## src/arws_consts.svh

```systemverilog
// Constants of the result word serializer: field positions, codes, timing.
// Assumes a 10 MHz core clock; included by bare name.
`ifndef ARWS_CONSTS_SVH
`define ARWS_CONSTS_SVH
`define ARWS_WORD_BITS 24
`define ARWS_DATA_BITS 20
`define ARWS_BIT_EOC 23
`define ARWS_BIT_CHAN 22
`define ARWS_BIT_SIGN 21
`define ARWS_BIT_EXR 20
`define ARWS_BIT_MSB 19
`define ARWS_CLK_HZ 10000000
`define ARWS_POR_NS 500000
`define ARWS_POR_CYC ((`ARWS_POR_NS / 100) * (`ARWS_CLK_HZ / 10000000))
`define ARWS_CONV_CYC 64
`define ARWS_CODE_HI 20'h1_FFFF
`define ARWS_CODE_LO 20'hE_0000
`define ARWS_SIG_HI 22'h11_FFFF
`define ARWS_SIG_LO 22'h3E_0000
`define ARWS_REF_FULL 22'h0F_FFFF
`endif

```

## src/arws_pkg.sv

```systemverilog
// Types of the result word serializer.
// Needs nothing from outside.
package arws_pkg;
   typedef enum logic [1:0] {
      ARWS_CONVERT = 2'b00,
      ARWS_SLEEP = 2'b01,
      ARWS_OUTPUT = 2'b10
   } arws_state_t;
endpackage

```

## src/arws_sync.sv

```systemverilog
// Three-stage synchroniser with agreement of the last two stages.
// Assumes the input is asynchronous to clk_in.
`timescale 1ns/1ps
module arws_sync
(
   // Clock and reset
   input wire logic clk_in,
   input wire logic rst_in,
   input wire logic init_in,
   // Signal
   input wire logic async_in,
   output logic level_out
);
   logic s1_q;
   logic s2_q;
   logic s3_q;
   always_ff @(posedge clk_in)
   begin
      s1_q <= async_in;
      s2_q <= s1_q;
      s3_q <= s2_q;
   end
   // Change taken only when stages two and three agree
   always_ff @(posedge clk_in)
   begin
      if (rst_in)
         level_out <= init_in;
      else if (s2_q == s3_q)
         level_out <= s3_q;
   end
endmodule // arws_sync

```

## src/arws_serializer.sv

```systemverilog
// Result word serializer: converts, sleeps and shifts a 24-bit word.
// Assumes chip select and serial clock are pins sampled by clk_in.
// What this block does
// - Each result goes out as a 24-bit word, four status then twenty data.
// - The twenty result bits follow the status bits, most significant first.
// - Bit 23 is end_of_conversion_n, high while converting, low when done.
// - With chip select low in convert or sleep, data pin shows the flag.
// - The flag falls at conversion end without any serial clock edge.
// - Bit 22 is channel_flag, zero for first_input, one for second_input.
// - Bit 21 is sign_flag, high for positive input, low for negative.
// - Bit 20 is range_exceeded_flag, high outside zero to reference.
// - Chip select high floats the data pin and ignores the serial clock.
// - Bit 22 goes out on the first falling edge, then one per fall.
// - Bit 0 leaves on 23rd falling edge; host takes it on 24th rise.
// - The 24th falling edge starts a new conversion and shows its flag.
// - Inputs above 1.125 reference report the 1.125 reference code.
// - Inputs below -0.125 reference report the -0.125 reference code.
// - Supply below about 2.2V holds the block in internal reset.
// - Supply return gives a 0.5ms power-on reset clearing the state, word and pin registers; synchronisers and edge history keep their values.
// - After power-on reset a normal conversion cycle starts at once.
// - Calibration runs in each cycle without changing sequence or timing.
// - Each word belongs to the conversion just done, no pipeline.
// - Output ends after 24 bits or chip select high; conversion follows.
// - Chip select rising during output aborts it and starts conversion.
// - After conversion, sleep holds the result until a rising clock edge.
`timescale 1ns/1ps
`include "arws_consts.svh"
module arws_serializer
   import arws_pkg::*;
#(
   parameter int CONV_CYC = `ARWS_CONV_CYC,
   parameter int POR_CYC = `ARWS_POR_CYC,
   parameter bit TWO_CHANNEL = 1'b1
)
(
   // Clock and reset
   input wire logic clk_in,
   input wire logic rst_in,
   // Supply monitor, high while supply is below threshold
   input wire logic supply_low_in,
   // Sampled input: signed, in units of result LSB, 22 bits
   input wire logic [21:0] sample_in,
   // Serial link pins
   input wire logic cs_n_in,
   input wire logic sck_in,
   output logic sdo_out,
   output logic sdo_oe_out,
   // Status
   output logic converting_out,
   output logic channel_out
);
   logic cs_n_s;
   logic sck_s;
   logic sck_prev_q;
   logic cs_prev_q;
   arws_state_t state_q;
   logic [23:0] word_q;
   logic [4:0] bits_q;
   logic [31:0] conv_cnt_q;
   logic [31:0] por_cnt_q;
   logic por_q;
   logic chan_q;
   logic sck_rise;
   logic sck_fall;
   logic cs_rise;
   logic reset_int;

   arws_sync u_cs (
      .clk_in(clk_in),
      .rst_in(rst_in),
      .init_in(1'b1),
      .async_in(cs_n_in),
      .level_out(cs_n_s)
   );
   arws_sync u_sck (
      .clk_in(clk_in),
      .rst_in(rst_in),
      .init_in(1'b0),
      .async_in(sck_in),
      .level_out(sck_s)
   );

   // Packs the status bits and clamped code of one conversion
   function automatic logic [23:0] arws_pack(input logic [21:0] v,
                                             input logic ch);
      logic sg;
      logic ex;
      logic [21:0] c;
      sg = 1'b0;
      ex = 1'b0;
      c = v;
      if ($signed(v) > $signed(`ARWS_SIG_HI))
         c = `ARWS_SIG_HI;
      else if ($signed(v) < $signed(`ARWS_SIG_LO))
         c = `ARWS_SIG_LO;
      sg = ~c[21];
      ex = c[21] | ($signed(c) > $signed(`ARWS_REF_FULL));
      arws_pack = {1'b0, ch, sg, ex, c[19:0]};
   endfunction

   // Supply loss and power-on pulse both hold the internal reset
   always_ff @(posedge clk_in)
   begin
      if (rst_in || supply_low_in)
      begin
         por_cnt_q <= 32'h0000_0000;
         por_q <= 1'b1;
      end
      else if (por_q)
      begin
         por_cnt_q <= por_cnt_q + 32'h0000_0001;
         if (por_cnt_q >= POR_CYC - 1)
            por_q <= 1'b0;
      end
   end
   assign reset_int = por_q;

   always_ff @(posedge clk_in)
   begin
      if (rst_in)
      begin
         sck_prev_q <= 1'b0;
         cs_prev_q <= 1'b1;
      end
      else
      begin
         sck_prev_q <= sck_s;
         cs_prev_q <= cs_n_s;
      end
   end
   assign sck_rise = sck_s & ~sck_prev_q & ~cs_n_s;
   assign sck_fall = ~sck_s & sck_prev_q & ~cs_n_s;
   assign cs_rise = cs_n_s & ~cs_prev_q;

   // Cycle state machine; calibration hides inside the convert time
   always_ff @(posedge clk_in)
   begin
      if (rst_in || reset_int)
      begin
         state_q <= ARWS_CONVERT;
         conv_cnt_q <= 32'h0000_0000;
         word_q <= 24'h80_0000;
         bits_q <= 5'h0_0;
         chan_q <= 1'b0;
      end
      else
      begin
         unique case (state_q)
            ARWS_CONVERT:
            begin
               word_q[`ARWS_BIT_EOC] <= 1'b1;
               conv_cnt_q <= conv_cnt_q + 32'h0000_0001;
               if (conv_cnt_q >= CONV_CYC - 1)
               begin
                  word_q <= arws_pack(sample_in, chan_q);
                  state_q <= ARWS_SLEEP;
               end
            end
            ARWS_SLEEP:
            begin
               if (sck_rise)
               begin
                  state_q <= ARWS_OUTPUT;
                  bits_q <= 5'h0_0;
               end
            end
            ARWS_OUTPUT:
            begin
               if (cs_rise)
               begin
                  state_q <= ARWS_CONVERT;
                  conv_cnt_q <= 32'h0000_0000;
                  word_q[`ARWS_BIT_EOC] <= 1'b1;
                  chan_q <= TWO_CHANNEL ? ~chan_q : 1'b0;
               end
               else if (sck_fall)
               begin
                  bits_q <= bits_q + 5'h0_1;
                  word_q <= {word_q[22:0], 1'b1};
                  if (bits_q == 5'd23)
                  begin
                     state_q <= ARWS_CONVERT;
                     conv_cnt_q <= 32'h0000_0000;
                     word_q[`ARWS_BIT_EOC] <= 1'b1;
                     chan_q <= TWO_CHANNEL ? ~chan_q : 1'b0;
                  end
               end
            end
            default:
               state_q <= ARWS_CONVERT;
         endcase
      end
   end

   // Pin drive: flag in convert or sleep, shifted bit in output
   always_ff @(posedge clk_in)
   begin
      if (rst_in || reset_int)
      begin
         sdo_oe_out <= 1'b0;
         sdo_out <= 1'b1;
         converting_out <= 1'b1;
         channel_out <= 1'b0;
      end
      else
      begin
         sdo_oe_out <= ~cs_n_s;
         sdo_out <= word_q[`ARWS_BIT_EOC];
         converting_out <= (state_q == ARWS_CONVERT);
         channel_out <= word_q[`ARWS_BIT_CHAN];
      end
   end

   // Checks
   property p_float;
      @(posedge clk_in) disable iff (rst_in || reset_int)
      cs_n_s |=> !sdo_oe_out;
   endproperty
   a_float: assert property (p_float) else $error("sdo driven, cs high");

   property p_eoc_conv;
      @(posedge clk_in) disable iff (rst_in || reset_int)
      (state_q == ARWS_CONVERT) |-> word_q[23];
   endproperty
   a_eoc_conv: assert property (p_eoc_conv) else $error("eoc low");

   property p_done;
      @(posedge clk_in) disable iff (rst_in || reset_int)
      (state_q == ARWS_CONVERT && conv_cnt_q >= CONV_CYC - 1)
      |=> state_q == ARWS_SLEEP && !word_q[23];
   endproperty
   a_done: assert property (p_done) else $error("no done");

   property p_sleep_hold;
      @(posedge clk_in) disable iff (rst_in || reset_int)
      (state_q == ARWS_SLEEP && !sck_rise) |=> $stable(word_q);
   endproperty
   a_sleep_hold: assert property (p_sleep_hold) else $error("lost");

   property p_wake;
      @(posedge clk_in) disable iff (rst_in || reset_int)
      (state_q == ARWS_SLEEP && sck_rise) |=> state_q == ARWS_OUTPUT;
   endproperty
   a_wake: assert property (p_wake) else $error("no wake");

   property p_abort;
      @(posedge clk_in) disable iff (rst_in || reset_int)
      (state_q == ARWS_OUTPUT && cs_rise) |=> state_q == ARWS_CONVERT;
   endproperty
   a_abort: assert property (p_abort) else $error("no abort");

   property p_last;
      @(posedge clk_in) disable iff (rst_in || reset_int)
      (state_q == ARWS_OUTPUT && sck_fall && !cs_rise && bits_q == 5'd23)
      |=> state_q == ARWS_CONVERT && conv_cnt_q == 0;
   endproperty
   a_last: assert property (p_last) else $error("no restart");

   property p_shift;
      @(posedge clk_in) disable iff (rst_in || reset_int)
      (state_q == ARWS_OUTPUT && sck_fall && !cs_rise && bits_q < 5'd23)
      |=> word_q[23] == $past(word_q[22]);
   endproperty
   a_shift: assert property (p_shift) else $error("bad shift");

   property p_range;
      @(posedge clk_in) disable iff (rst_in || reset_int)
      (state_q == ARWS_SLEEP) |-> (word_q[21] ? 1'b1 : word_q[20]);
   endproperty
   a_range: assert property (p_range) else $error("exr low");

   property p_clamp;
      @(posedge clk_in) disable iff (rst_in || reset_int)
      (state_q == ARWS_SLEEP && word_q[20])
      |-> word_q[19:17] == (word_q[21] ? 3'h0 : 3'h7);
   endproperty
   a_clamp: assert property (p_clamp) else $error("clamp");

   property p_sleep_flag;
      @(posedge clk_in) disable iff (rst_in || reset_int)
      (state_q == ARWS_SLEEP && !cs_n_s) |=> sdo_oe_out && !sdo_out;
   endproperty
   a_sleep_flag: assert property (p_sleep_flag) else $error("eoc");

   property p_conv_len;
      @(posedge clk_in) disable iff (rst_in || reset_int)
      (state_q == ARWS_CONVERT && conv_cnt_q < CONV_CYC - 1)
      |=> state_q == ARWS_CONVERT;
   endproperty
   a_conv_len: assert property (p_conv_len) else $error("short");

   // Power-on pulse must run its full length once the supply is back
   property p_por_len;
      @(posedge clk_in) disable iff (rst_in || supply_low_in)
      (por_q && por_cnt_q < POR_CYC - 1) |=> por_q;
   endproperty
   a_por_len: assert property (p_por_len) else $error("por short");

   c_done: cover property (@(posedge clk_in) state_q == ARWS_SLEEP);
   c_out: cover property (@(posedge clk_in) state_q == ARWS_OUTPUT);
   c_abort: cover property (@(posedge clk_in)
      state_q == ARWS_OUTPUT && cs_rise);
   c_clamp: cover property (@(posedge clk_in)
      state_q == ARWS_SLEEP && word_q[20]);
endmodule // arws_serializer

```

## config.mk

```make
export PLATFORM = sky130hd
export DESIGN_NAME = arws_serializer
export DESIGN_NICKNAME = d
export VERILOG_FILES = /design/src/arws_pkg.sv /design/src/arws_sync.sv /design/src/arws_serializer.sv
export VERILOG_INCLUDE_DIRS = /design/src
export SDC_FILE = /design/constraint.sdc
export NUM_CORES = 1
export LEC_CHECK = 0
export ABC_AREA = 1
export BUFFER_PORTS_ARGS = -buffer_cell sky130_fd_sc_hd__buf_2
export CORE_ASPECT_RATIO = 0.8
export CORE_MARGIN = 4
export CORE_UTILIZATION = 55
export DETAILED_ROUTE_END_ITERATION = 8
export PLACE_DENSITY = 0.83
export SLEW_MARGIN = 10
export SYNTH_ARGS = -nofsm -noshare
export SYNTH_HDL_FRONTEND = slang
export SYNTH_HIERARCHICAL = 1
export SYNTH_SLANG_ARGS = --single-unit
```

## constraint.sdc

```tcl
create_clock -name clk_in -period 1.73 [get_ports clk_in]
set_input_delay 0.4325 -clock clk_in [delete_from_list [all_inputs] [get_ports clk_in]]
set_output_delay 0.4325 -clock clk_in [all_outputs]
set_load 0.02 [all_outputs]
```

Word level (Yosys, flattened, before mapping):

Cells that the tools add are included.
Widths: inputs -> output; s select.

* $add $sub $neg: 3
* multiply operators: 0
* div/mod/pow operators: 0
* order comparisons: 5
* equal/unequal tests: 11
* shifts and indexed selects: 0
* mux-type cells: 30
* bitwise logic cells: 12
* reductions and logical operators: 13

Operators with widths (number)
* $mux 22: 5
* $mux 32: 3
* $add 32x1->32 const B: 2
* $pmux 32 s2: 1
* $mux 24: 2
* $pmux 24 s2: 1
* $ge 32x13->1 const B: 1
* $ge 32x6->1 const B: 1
* $mux 23: 1
* $gt 22x21->1 const B: 1
* $gt 22x22->1 const B: 1
* $lt 22x18->1 const B: 1
* $mux 5: 3
* $reduce_and 4->1: 3
* $mux 2: 5
* $pmux 5 s2: 1
* $ne 2x2->1 const B: 4
* $reduce_bool 2->1: 4
* $mux 1: 7
* $ne 3x3->1 const B: 2
* $not 1->1: 6
* $pmux 2 s3: 1
* $reduce_and 3->1: 2
* $add 5x1->5 const B: 1
* 9 further kinds: 15

* register bits: 111
* bits in latches: 0
* RAM bits: 0
* ROM bits: 0
* input port bits: 27
* output and inout bits: 4
* logic and storage cells: 96
* memories: 0

Logic depth before layout (Yosys ltp):

Gate-level depths: netlist of run 1.

* depth after elaboration: 10
* depth in mapped cells: 12
* gate-level depth less buffers: 12

Cells and area by module:

Netlist of run 1, hierarchy kept.

Modules (own cells, without submodules)
* arws_serializer: times used 1, cells an instance 963, area an instance 5799.3 um^2, sequential area each 2062.0 um^2
* arws_sync: times used 2, cells an instance 12, area an instance 122.6 um^2, sequential area each 90.1 um^2

Least setup slack after synthesis of run 1:

Ideal clock, no wire load.

* path kind: input to register
* start: in sample_in[17]
* end: reg word_q[13]
* library setup time: 0.112 ns
* arrival time: 1.662 ns
* data required time: 1.618 ns
* slack: -0.044 ns
* stages: 10
* path buffers: 1
* cells stage by stage: inv_1 > nor2_1 > nand3_1 > ha_1 > clkinv_1 > clkbuf_1 > a21oi_1 > nor2_1 > nor2_1 > nor2_1

* word-level cells in the longest chain between the ends: 8
* elaborated cells between the ends (all ways): 9
* those cells by class: order compare (2); mux (7)

RTL lines
* from (decl): RTL line arws_serializer.sv:42 `input wire logic [21:0] sample_in,`
* $lt 22x18->1: RTL line arws_serializer.sv:94 `` else if ($signed(v) < $signed(`ARWS_SIG_LO)) ``
* $mux 22: RTL line arws_serializer.sv:94
* $mux 22 *: RTL line arws_serializer.sv:92 `` if ($signed(v) > $signed(`ARWS_SIG_HI)) ``
* $mux 22 *: RTL line arws_serializer.sv:153 `if (conv_cnt_q >= CONV_CYC - 1)`
* $mux 22 *: RTL line arws_serializer.sv:148 `unique case (state_q)`
* $mux 22 *: RTL line arws_serializer.sv:138 `if (rst_in || reset_int)`
* $mux 24 *: RTL line arws_serializer.sv:153
* $pmux 24 s2 *: RTL line arws_serializer.sv:148
* to (signal assigned): RTL line arws_serializer.sv:155 `word_q <= arws_pack(sample_in, chan_q);`
* to (signal assigned): RTL line arws_serializer.sv:179 `word_q <= {word_q[22:0], 1'b1};`
* to (decl): RTL line arws_serializer.sv:57 `logic [23:0] word_q;`

Every way passes the cells marked *; elsewhere a longest branch is shown, timed or not. The select of a mux whose other input is x is not followed.
A chain may end at the register's enable or synchronous reset.

Final worst setup path of run 1:

* start: reg bits_q[1]
* end: reg conv_cnt_q[6]

* word-level cells in the longest chain between the ends: 3

RTL lines
* from (decl): RTL line arws_serializer.sv:58 `logic [4:0] bits_q;`
* from (signal assigned): RTL line arws_serializer.sv:178 `bits_q <= bits_q + 5'h0_1;`
* $eq 5x5->1: RTL line arws_serializer.sv:180 `if (bits_q == 5'd23)`
* $ne 3x3->1 (no line)
* $reduce_and 3->1 (no line)
* to (signal assigned): RTL line arws_serializer.sv:152 `conv_cnt_q <= conv_cnt_q + 32'h0000_0001;`
* to (decl): RTL line arws_serializer.sv:59 `logic [31:0] conv_cnt_q;`

Every way passes these cells.

==> summary.md, run 1 <==
| Metric | Value |
|---|---|
| Total power | 0.00494 W |
| Top-level I/O count | 31 |
| Clock Sinks | 111 |
| Vias in the first global route | 5,478 |
| Die ar. | 0.0127 sq mm |
| Final hold vios | 0 |
| IO buf count | 30 |
| TritonCTS clock tree | yes |
| Cell count of the worst reg-to-reg path | 9 |
| Total track usage | 23.0% |
| Slew Limit Fails | 0 |
| Leak Pwr | 2.91 nW |
| First-pass GRT wire length | 24.6 mm |
| Routed WL | 15.2 mm |
| Worst endpoint required time | 1.97 ns |
| Die X | 125 um |
| Post-synthesis area per instance | 6.12 sq um |
| Diodes inserted | 0 |
| Worst slack, placed | -0.116 ns |
| Final period utilization | 97.9% |
| Final WS setup | 0.0372 ns |
| Via Count | 6,416 |
| Final setup fails | 0 |
| Detailed Routing Iterations Pass 1 | 6 |
| Hold depth | 1 |
| Antenna violations before repair | 0 |
| Row count | 33 |
| Hold Path Class | primary input to register |
| Area share of fa/ha/maj cells after synthesis | 0.828% |
| Critical Path End Type | register |
| Routability cong. | 0.946 |
| Clk Latency, worst-skew pair | 0.36 ns |
| Worst Min Path Start | sck_in |
| # DRC | 0 |
| Worst-case clock buffer depth | 2 |
| Cell area after synthesis | 0.00604 sq mm |
| Cts hold-fix bufs | 0 |
| Cells after synthesis | 987 |
| H-tree depth | 3 |
| Worst Path Arrival | 1.94 ns |
| Synthesis Warnings | 6 |
| Fmax | 0.591 GHz |
| Number of DRC markers in iteration 0 | 516 |
| Simple-gate share of the synthesized area | 42.5% |
| CP Class | register to register |
| Max FO, Critical Path | 5 |
| Synthesized Nets | 1,018 |
| Type of origin of the critical path | register |
| Clk root buf | clkbuf_16 |
| Setup Skew | 0.00951 ns |
| Peak supply drop | 0.621 mV |
| RR Startpoint | bits_q[1] |
| Clock slew at reported path FFs | 0.08 ns |
| Placeable Area | 0.0105 sq mm |
| Starting density of the core | 57.6% |
| Total of max-cap violations | 0 |
| Largest net degree at the start of global routing | 26 |
| Reg-to-reg setup timing slack | 0.04 ns |
| Combinational family with the most area after synthesis | simple AND/OR/NAND/NOR gates |
| TritonCTS Buffers | 9 |
| Xor/xnor cell area share of the yosys netlist | 1.01% |
| Tmin final | 1.69 ns |
| Mux share of post-synthesis cell area | 0% |
| Antenna violation net count after detailed routing | 0 |
| Post-synth cell types | 36 |
| Worst Hold Endpoint | u_sck/s1_q |
| Register area share after synthesis | 37.1% |
| Status | completed |
| Post-DP HPWL | 10.7 mm |
| Area grow syn2layout | 18.2% |
| Wire per inst | 12.6 um |
| Synth Register Bits | 111 |
| Power density over the cells | 692 mW/mm^2 |
| Drt via density | 5.31 |
| GRT Residual Overflow | 0 |
| Worst R2R End | conv_cnt_q[6] |
| Final TNS setup | 0 ns |
| Layout Nets | 1,094 |
| Die height | 102 um |
| Layout cell share with drive strength beyond 1 | 14.6% |
| Core Util, Final | 68.1% |
| Compound-Gate Fraction of Synth Area | 9.31% |
state kept, by name (all words and copies together) (netlist names), 2 cells and up:
name        count
word_q         24
conv_cnt_q     32
bits_q          5
state_q         2
por_cnt_q      32
cell type report:
class / instances / area [sq um]
inverters: 114 / 432
repair buffers: 90 / 632
clock buffers: 9 / 225
well taps: 140 / 175
multi-input cells: 737 / 3340
clock inverters: 7 / 86.3
flip-flops and latches: 111 / 2250
fillers: 895 / 3340
power breakdown:
part	total [W]	switching [W]	internal [W]
clock network	0.00219	0.00104	0.00116
registers	0.00259	0.0000106	0.00258
logic	0.000158	0.0000891	0.0000688
cell families after synthesis:
logic type / after synthesis
adder cells (fa/ha/maj): 4
XOR/XNOR: 7
AO/OA/AOI/OAI: 107
buffers and inverters: 139
flip-flops: 111
other: 2
AND/OR/NAND/NOR: 617
timing repair:
| action | in CTS | in global routing |
|---|---|---|
| gates cloned | 0 | 0 |
| gates resized for setup | 1 | 39 |
| pin swaps | 2 | 12 |
| buffers inserted | 1 | 4 |
| endpoints found under the setup margin | 3 | 56 |
per-layer routing:
layer	vias up	routed length, um	GRT usage, %
li1	3265	-	-
met1	2875	7120	32.3
met2	245	6830	36.8
met3	31	993	4.43
met4	0	269	6.00
met5	-	0	0
cell usage after synthesis (all sizes together):
cell | number | area share (%)
nor3b | 2 | 0.25
nand3 | 66 | 5.6
o21a | 2 | 0.25
clkbuf | 10 | 0.62
inv | 112 | 7.0
o211a | 1 | 0.17
nand2 | 275 | 17
or2 | 2 | 0.21
nor2 | 223 | 14
a22oi | 1 | 0.12
xnor2 | 1 | 0.14
xor2 | 6 | 0.87
buf | 15 | 1.4
nand4 | 22 | 2.3
dfxtp | 109 | 36
and3 | 3 | 0.31
a21oi | 62 | 5.2
nor4 | 5 | 0.52
clkinv | 2 | 0.12
nor3 | 19 | 1.7
edfxtp | 2 | 0.99
conb | 2 | 0.12
a31oi | 1 | 0.10
ha | 4 | 0.83
o21ai | 36 | 3.0
o21bai | 4 | 0.50
worst max-delay path by stage:
| stage | startpoint | endpoint | slack (ns) | cells past startpoint |
|---|---|---|---|---|
| after floorplan | sample_in[17] | word_q[13] | 0.05 | 10 |
| after global placement | sample_in[17] | word_q[1] | -0.02 | 10 |
| after detailed placement | sample_in[17] | word_q[10] | -0.12 | 10 |
| after CTS | bits_q[0] | conv_cnt_q[21] | -0.002 | 10 |
| after global routing | por_cnt_q[2] | por_cnt_q[15] | -0.03 | 7 |
| final | bits_q[1] | conv_cnt_q[6] | 0.04 | 9 |
through the flow:
stage               area (sq um)  cells  hold slack [ns]
floorplan                   6050    987            0.310
global placement            6670   1187            0.311
detailed placement          6670   1187            0.319
CTS                         6990   1204            0.165
global route                7140   1208            0.167
finish                      7140   1208            0.170
layout by cell type, fill, tap and decap left out, types with 3 or more instances in the layout:
master,count
nand2_1,268
buf_4,54
o21ai_1,6
buf_2,30
nor3_1,17
and3_1,3
dfxtp_2,6
clkbuf_16,9
dfxtp_1,103
nor2_1,206
buf_6,5
nor4_1,5
nand4_1,22
o21bai_1,4
nor2_2,14
nand3_1,62
nor2_4,3
nand3_2,3
o21ai_0,29
xor2_1,6
inv_2,6
a21oi_1,61
nand2_2,5
inv_1,105
critical path, stage by stage, from the launching register on:
cell     delay (ns)
dfxtp_2        0.37
ha_4           0.15
nand4_1        0.14
nand2_2        0.17
inv_2          0.06
nor2_4         0.17
buf_4          0.18
nand2_1        0.11
nor3_1         0.18
nor2_1         0.06
Note: power is estimated with default switching activity, not from simulation.
==> run 2, diff against run 1 <==
--- a/config.mk
+++ b/config.mk
@@ -12,7 +12,7 @@
 export CORE_MARGIN = 4
 export CORE_UTILIZATION = 55
 export DETAILED_ROUTE_END_ITERATION = 8
-export PLACE_DENSITY = 0.83
+export PLACE_DENSITY = 0.8
 export SLEW_MARGIN = 10
 export SYNTH_ARGS = -nofsm -noshare
 export SYNTH_HDL_FRONTEND = slang
==> constraint.sdc (replaced) <==
create_clock -name clk_in -period 1.7 [get_ports clk_in]
set_input_delay 0.425 -clock clk_in [delete_from_list [all_inputs] [get_ports clk_in]]
set_output_delay 0.425 -clock clk_in [all_outputs]
set_load 0.02 [all_outputs]
==> run 2 against run 1 <==
Die area did not move. First-iteration DRC count down 22%. Routed wire length down 2.8%. Sequential share of layout area down 0.53 points. Utilization grew 1.3 points. Register-to-register slack is essentially flat. Critical path type unchanged. Highest routed layer unchanged.
==> summary.md, run 2 (synthesized netlist as in run 1, its figures left out) <==
| Metric | Value |
|---|---|
| TritonCTS clock tree | yes |
| Cell count of the worst reg-to-reg path | 10 (+1) |
| H-tree depth | 3 (unchanged) |
| Layout Nets | 1,098 (+0.37%) |
| Switching share of power | 23.3% (+0.31 points) |
| CP Class | register to register |
| Total track usage | 22.4% (-0.63 points) |
| Sw Pwr | 0.00113 W (-0.93%) |
| Final setup fails | 0 (unchanged) |
| Routing usage on met2 | 37.0% (+0.17 points) |
| Worst endpoint required time | 1.94 ns (-0.03 ns) |
| Die height | 102 um (unchanged) |
| Number of DRC markers in iteration 0 | 400 (-22%) |
| Flop pwr share | 54.5% (+2.1 points) |
| Clock share of power | 42.0% (-2.4 points) |
| Fin cells | 1,212 (+0.33%) |
| Wire per inst | 12.2 um (-3.1%) |
| Worst-case clock buffer depth | 2 (unchanged) |
| Area grow syn2layout | 20.4% |
| Commonest non-fill, non-tap cell in the layout | nand2_1 |
| Combinational Power Share | 3.5% (+0.3 points) |
| Clk Latency, worst-skew pair | 0.35 ns (about the same) |
| Met1 Use GR | 30.6% (-1.7 points) |
| Critical Path End Type | register |
| Final WS setup | 0.0425 ns (+0.00539 ns) |
| Die X | 125 um (unchanged) |
| Type of origin of the critical path | register |
| Top-level I/O count | 31 (unchanged) |
| Area after DPL | 0.00670 sq mm (+0.37%) |
| Gr busiest metal | met2 |
| Slew Limit Fails | 0 (unchanged) |
| First-pass GRT wire length | 24.0 mm (-2.6%) |
| Met3 global-route usage | 3.85% (-0.58 points) |
| Status | completed |
| Worst Path Arrival | 1.89 ns (-0.05 ns) |
| Hold Path Class | primary input to register |
| Final instance area | 0.00728 sq mm (+1.9%) |
| Antenna violation net count after detailed routing | 0 (unchanged) |
| Final hold vios | 0 (unchanged) |
| Peak supply drop | 0.651 mV (+4.9%) |
| GRT Residual Overflow | 0 (unchanged) |
| # DRC | 0 (unchanged) |
| Hold depth | 1 (unchanged) |
| Top flop regs | conv_cnt_q (32), por_cnt_q (32), word_q (24) |
| Slew @ Worst Pin | 0.513 ns |
| Drt via density | 5.17 (-2.7%) |
| Clock slew at reported path FFs | 0.08 ns (about the same) |
| Routed WL | 14.8 mm (-2.8%) |
| Final TNS setup | 0 ns (unchanged) |
| Max FO, Critical Path | 8 (+3) |
| Cts hold-fix bufs | 0 (unchanged) |
| Internal cell power | 0.00370 W (-2.6%) |
| Largest net degree at the start of global routing | 27 (+3.8%) |
| Die ar. | 0.0127 sq mm (unchanged) |
| Leak Pwr | 2.94 nW (+1.1%) |
| RSZ-0062 raised after global routing | true |
| Layout cell share with drive strength beyond 1 | 16.0% (+1.4 points) |
| Row count | 33 (unchanged) |
| Starting density of the core | 57.6% (unchanged) |
| Post-DP HPWL | 10.4 mm (-2.7%) |
| Detailed Routing Iterations Pass 1 | 5 (-1) |
| Filler instances | 886 (-1.0%) |
| Power density over the cells | 664 mW/mm^2 (-4.1%) |
| IO buf count | 30 (unchanged) |
| Via Count | 6,266 (-2.3%) |
| Tmin final | 1.66 ns (-0.0354 ns) |
| Final period utilization | 97.5% (-0.36 points) |
| Fmax | 0.603 GHz (+2.1%) |
| Slew margin rel. | 65.5% |
| Clock Sinks | 111 (unchanged) |
| Routability cong. | 0.909 (-3.9%) |
| Placeable Area | 0.0105 sq mm (unchanged) |
| Clk root buf | clkbuf_16 |
| Most frequent cells in the layout | nand2_1 (264), nor2_1 (204), inv_1 (106), dfxtp_1 (104) |
| Vias in the first global route | 5,380 (-1.8%) |
| TritonCTS Buffers | 9 (unchanged) |
| Diodes inserted | 0 (unchanged) |
| Setup Skew | 0.00829 ns (-0.00122 ns) |
| Total of max-cap violations | 0 (unchanged) |
| Dpl cells | 1,187 (unchanged) |
| Antenna violations before repair | 0 (unchanged) |
| Fin Hold WS | 0.172 ns (+0.00265 ns) |
| Worst slack, placed | -0.0939 ns (+0.0218 ns) |
==> run 2: worst max-delay path: stages, from the launching register on <==
cell and delay (ns):
dfxtp_2 0.37, ha_4 0.14, nand4_1 0.13, nand2_2 0.16, inv_2 0.06, nor2_4 0.11
buf_12 0.14, buf_6 0.13, nand2_1 0.07, o21ai_0 0.18, a21oi_1 0.06
==> run 2: per-layer routing <==
layer	wire length [um]	vias up	part of all wire, %
li1	-	3286	-
met1	7240	2819	49
met2	6660	147	45
met3	694	14	4.7
met4	196	0	1.3
met5	0	-	0
==> run 2: area by class of cell <==
cell class | count | area, sq um | area share (%)
Sequential cell | 111 | 2250 | 31.0
Tap cell | 140 | 175 | 2.41
Timing Repair Buffer | 94 | 711 | 9.76
Multi-Input combinational cell | 737 | 3430 | 47.1
Inverter | 114 | 432 | 5.93
Clock inverter | 7 | 53.8 | 0.739
Clock buffer | 9 | 225 | 3.09
==> run 2: final timing paths <==
check | slack [ns] | startpoint | to
max | 0.04 | bits_q[1] | conv_cnt_q[13]
max reg2reg | 0.04 | bits_q[1] | conv_cnt_q[13]
min | 0.17 | cs_n_in | u_cs/s1_q
min reg2reg | 0.33 | u_cs/s1_q | u_cs/s2_q
==> run 2: power by group through the flow <==
stage / registers [W] / logic [W] / clock network, W
2_1_floorplan: 0.00269 / 0.0000825 / 0
3_3_place_gp: 0.00269 / 0.000153 / 0
3_5_place_dp: 0.00269 / 0.000155 / 0
4_1_cts: 0.00263 / 0.000158 / 0.00207
5_1_grt: 0.00263 / 0.000189 / 0.00215
6_report: 0.00263 / 0.000169 / 0.00203
==> run 2: through the flow <==
stage,total power [W],util [%]
6_report,0.00483,69.4
5_1_grt,0.00498,69.4
4_1_cts,0.00486,66.8
3_5_place_dp,0.00285,63.9
3_3_place_gp,0.00285,63.9
2_1_floorplan,0.00277,-
==> run 2: repair_timing <==
action                     CTS  global route
gates cloned                 0             1
resized for setup            5            62
pin swaps                    2            17
buffers inserted             2             6
setup endpoints to repair   13            56
==> run 3, diff against run 2 <==
--- a/config.mk
+++ b/config.mk
@@ -12,7 +12,7 @@
 export CORE_MARGIN = 4
 export CORE_UTILIZATION = 55
 export DETAILED_ROUTE_END_ITERATION = 8
-export PLACE_DENSITY = 0.8
+export PLACE_DENSITY = 0.83
 export SLEW_MARGIN = 10
 export SYNTH_ARGS = -nofsm -noshare
 export SYNTH_HDL_FRONTEND = slang
==> constraint.sdc (replaced) <==
create_clock -name clk_in -period 1.5 [get_ports clk_in]
set_input_delay 0.375 -clock clk_in [delete_from_list [all_inputs] [get_ports clk_in]]
set_output_delay 0.375 -clock clk_in [all_outputs]
set_load 0.02 [all_outputs]
==> run 3 against run 2 <==
The flow now finishes with violations (negative setup slack). First-iteration DRC count increased to 3.3 times the previous value. Critical path depth decreased by 1. Flip-flop and latch count is the same. Critical path type unchanged. Register-to-register slack got worse by 0.48 ns.
==> summary.md, run 3 (synthesized netlist as in run 1, its figures left out) <==
| Metric | Value |
|---|---|
| Status | finished with violations |
| Failing checks | negative setup slack |
| Total track usage | 25.7% (+3.3 points) |
| Cts hold-fix bufs | 0 (unchanged) |
| Clk Latency, worst-skew pair | 0.37 ns (+0.02 ns) |
| Die X | 125 um (unchanged) |
| TritonCTS Buffers | 9 (unchanged) |
| Via Count | 7,812 (+25%) |
| Vias in the first global route | 6,164 (+15%) |
| Fin Hold WS | 0.0999 ns (-0.0724 ns) |
| Top-level I/O count | 31 (unchanged) |
| Fmax | 0.515 GHz (-15%) |
| Antenna violations before repair | 0 (unchanged) |
| Drt via density | 6.06 (+17%) |
| Top flop regs | conv_cnt_q (32), por_cnt_q (32), word_q (24) |
| Clock slew at reported path FFs | 0.09 ns (about the same) |
| Number of DRC markers in iteration 0 | 1,309 (+230%) |
| GRT Residual Overflow | 0 (unchanged) |
| Detailed Routing Iterations Pass 1 | 7 (+2) |
| Setup Skew | 0.0123 ns (+0.00405 ns) |
| Area after DPL | 0.00725 sq mm (+8.2%) |
| Post-DP HPWL | 11.2 mm (+7.0%) |
| Area grow syn2layout | 42.3% |
| Clk root buf | clkbuf_16 |
| Final period utilization | 129% (+32 points) |
| Tmin final | 1.94 ns (+0.283 ns) |
| Core Util, Final | 82.0% (+13 points) |
| Total of max-cap violations | 0 (unchanged) |
| Worst-case clock buffer depth | 2 (unchanged) |
| Critical Path End Type | register |
| Sequential Area | 0.00228 sq mm (+1.1%) |
| Peak supply drop | 0.742 mV (+14%) |
| Worst Path Arrival | 2.19 ns (+0.30 ns) |
| Most frequent cells in the layout | nand2_1 (218), nor2_1 (187), buf_4 (119), inv_1 (101), dfxtp_1 (89) |
| Hold Path Class | primary input to register |
| Routability cong. | 0.949 (+4.4%) |
| CP Class | register to register |
| Diodes inserted | 0 (unchanged) |
| Layout Nets | 1,176 (+7.1%) |
| Final hold vios | 0 (unchanged) |
| H-tree depth | 3 (unchanged) |
| Worst endpoint required time | 1.75 ns (-0.19 ns) |
| Power density over the cells | 666 mW/mm^2 (+0.33%) |
| Multi-input logic area | 0.00397 sq mm (+16%) |
| Type of origin of the critical path | register |
| TritonCTS clock tree | yes |
| Antenna violation net count after detailed routing | 0 (unchanged) |
| Final WS setup | -0.440 ns (-0.483 ns) |
| Row count | 33 (unchanged) |
| Leak Pwr | 3.51 nW (+19%) |
| IO buf count | 30 (unchanged) |
| Worst slack, placed | -0.263 ns (-0.170 ns) |
| RSZ-0062 raised after global routing | true |
| Routed WL | 24.0 mm (+62%) |
| Die ar. | 0.0127 sq mm (unchanged) |
| Largest net degree at the start of global routing | 27 (unchanged) |
| Layout cell share with drive strength beyond 1 | 32.2% (+16 points) |
| Max FO, Critical Path | 7 (-1) |
| Starting density of the core | 57.6% (unchanged) |
| Wire per inst | 18.6 um (+52%) |
| Final instance area | 0.00860 sq mm (+18%) |
| Filler instances | 574 (-35%) |
| Slew Limit Fails | 0 (unchanged) |
| Clock Sinks | 111 (unchanged) |
| Commonest non-fill, non-tap cell in the layout | nand2_1 |
| Placeable Area | 0.0105 sq mm (unchanged) |
| # DRC | 0 (unchanged) |
| First-pass GRT wire length | 27.4 mm (+14%) |
| Final setup fails | 73 (+73) |
| Final TNS setup | -12.34 ns (-12.34 ns) |
| Die height | 102 um (unchanged) |
-- run 3: through the flow --
step / instances / power (W)
floorplan: 987 / 0.00317
global placement: 1246 / 0.00326
detailed placement: 1246 / 0.00326
CTS: 1268 / 0.00565
global route: 1290 / 0.00582
finish: 1290 / 0.00573
-- run 3: what timing repair did --
action                                  CTS  global route
endpoints found under the hold margin     0             0
pin swaps                                21            53
buffers inserted                          5            15
endpoints found under the setup margin   68            84
resized for setup                        73           146
cloned                                    1             7
-- run 3: worst paths after layout --
path,startpoint,endpoint,slack [ns],cells past startpoint
worst max-delay path,u_cs/level_out,word_q[10],-0.44,9
worst min-delay path,cs_n_in,u_cs/s1_q,0.1,1
worst max register to register,u_cs/level_out,word_q[10],-0.44,9
worst min register to register,u_cs/s1_q,u_cs/s2_q,0.33,0
-- run 3: critical path, cell delays in order (launching register included) --
cell and delay (ns):
edfxtp_1 0.43, inv_2 0.15, nand3_4 0.14, o21ai_2 0.20
buf_6 0.19, nand2_8 0.10, clkbuf_16 0.20, nand2_2 0.06
nand2_1 0.05, nor2_1 0.29
-- run 3: where the power goes --
group | internal [W] | switching, W
logic | 0.000114 | 0.000153
registers | 0.00297 | 0.0000162
clock network | 0.00119 | 0.00129
-- run 3: area by class of cell --
class / instances / share of cell area, %
Multi-Input combinational cell: 737 / 46.1
Clock inverter: 7 / 0.815
Inverter: 114 / 5.11
Tap cell: 140 / 2.04
Sequential cell: 111 / 26.5
Timing Repair Buffer: 172 / 16.8
Clock buffer: 9 / 2.62
-- run 3: metal layers --
layer	track usage, %	share of wire [%]
met5	0	0
met1	34.1	35
met3	3.85	12
met2	43.7	44
met4	8.67	9.0
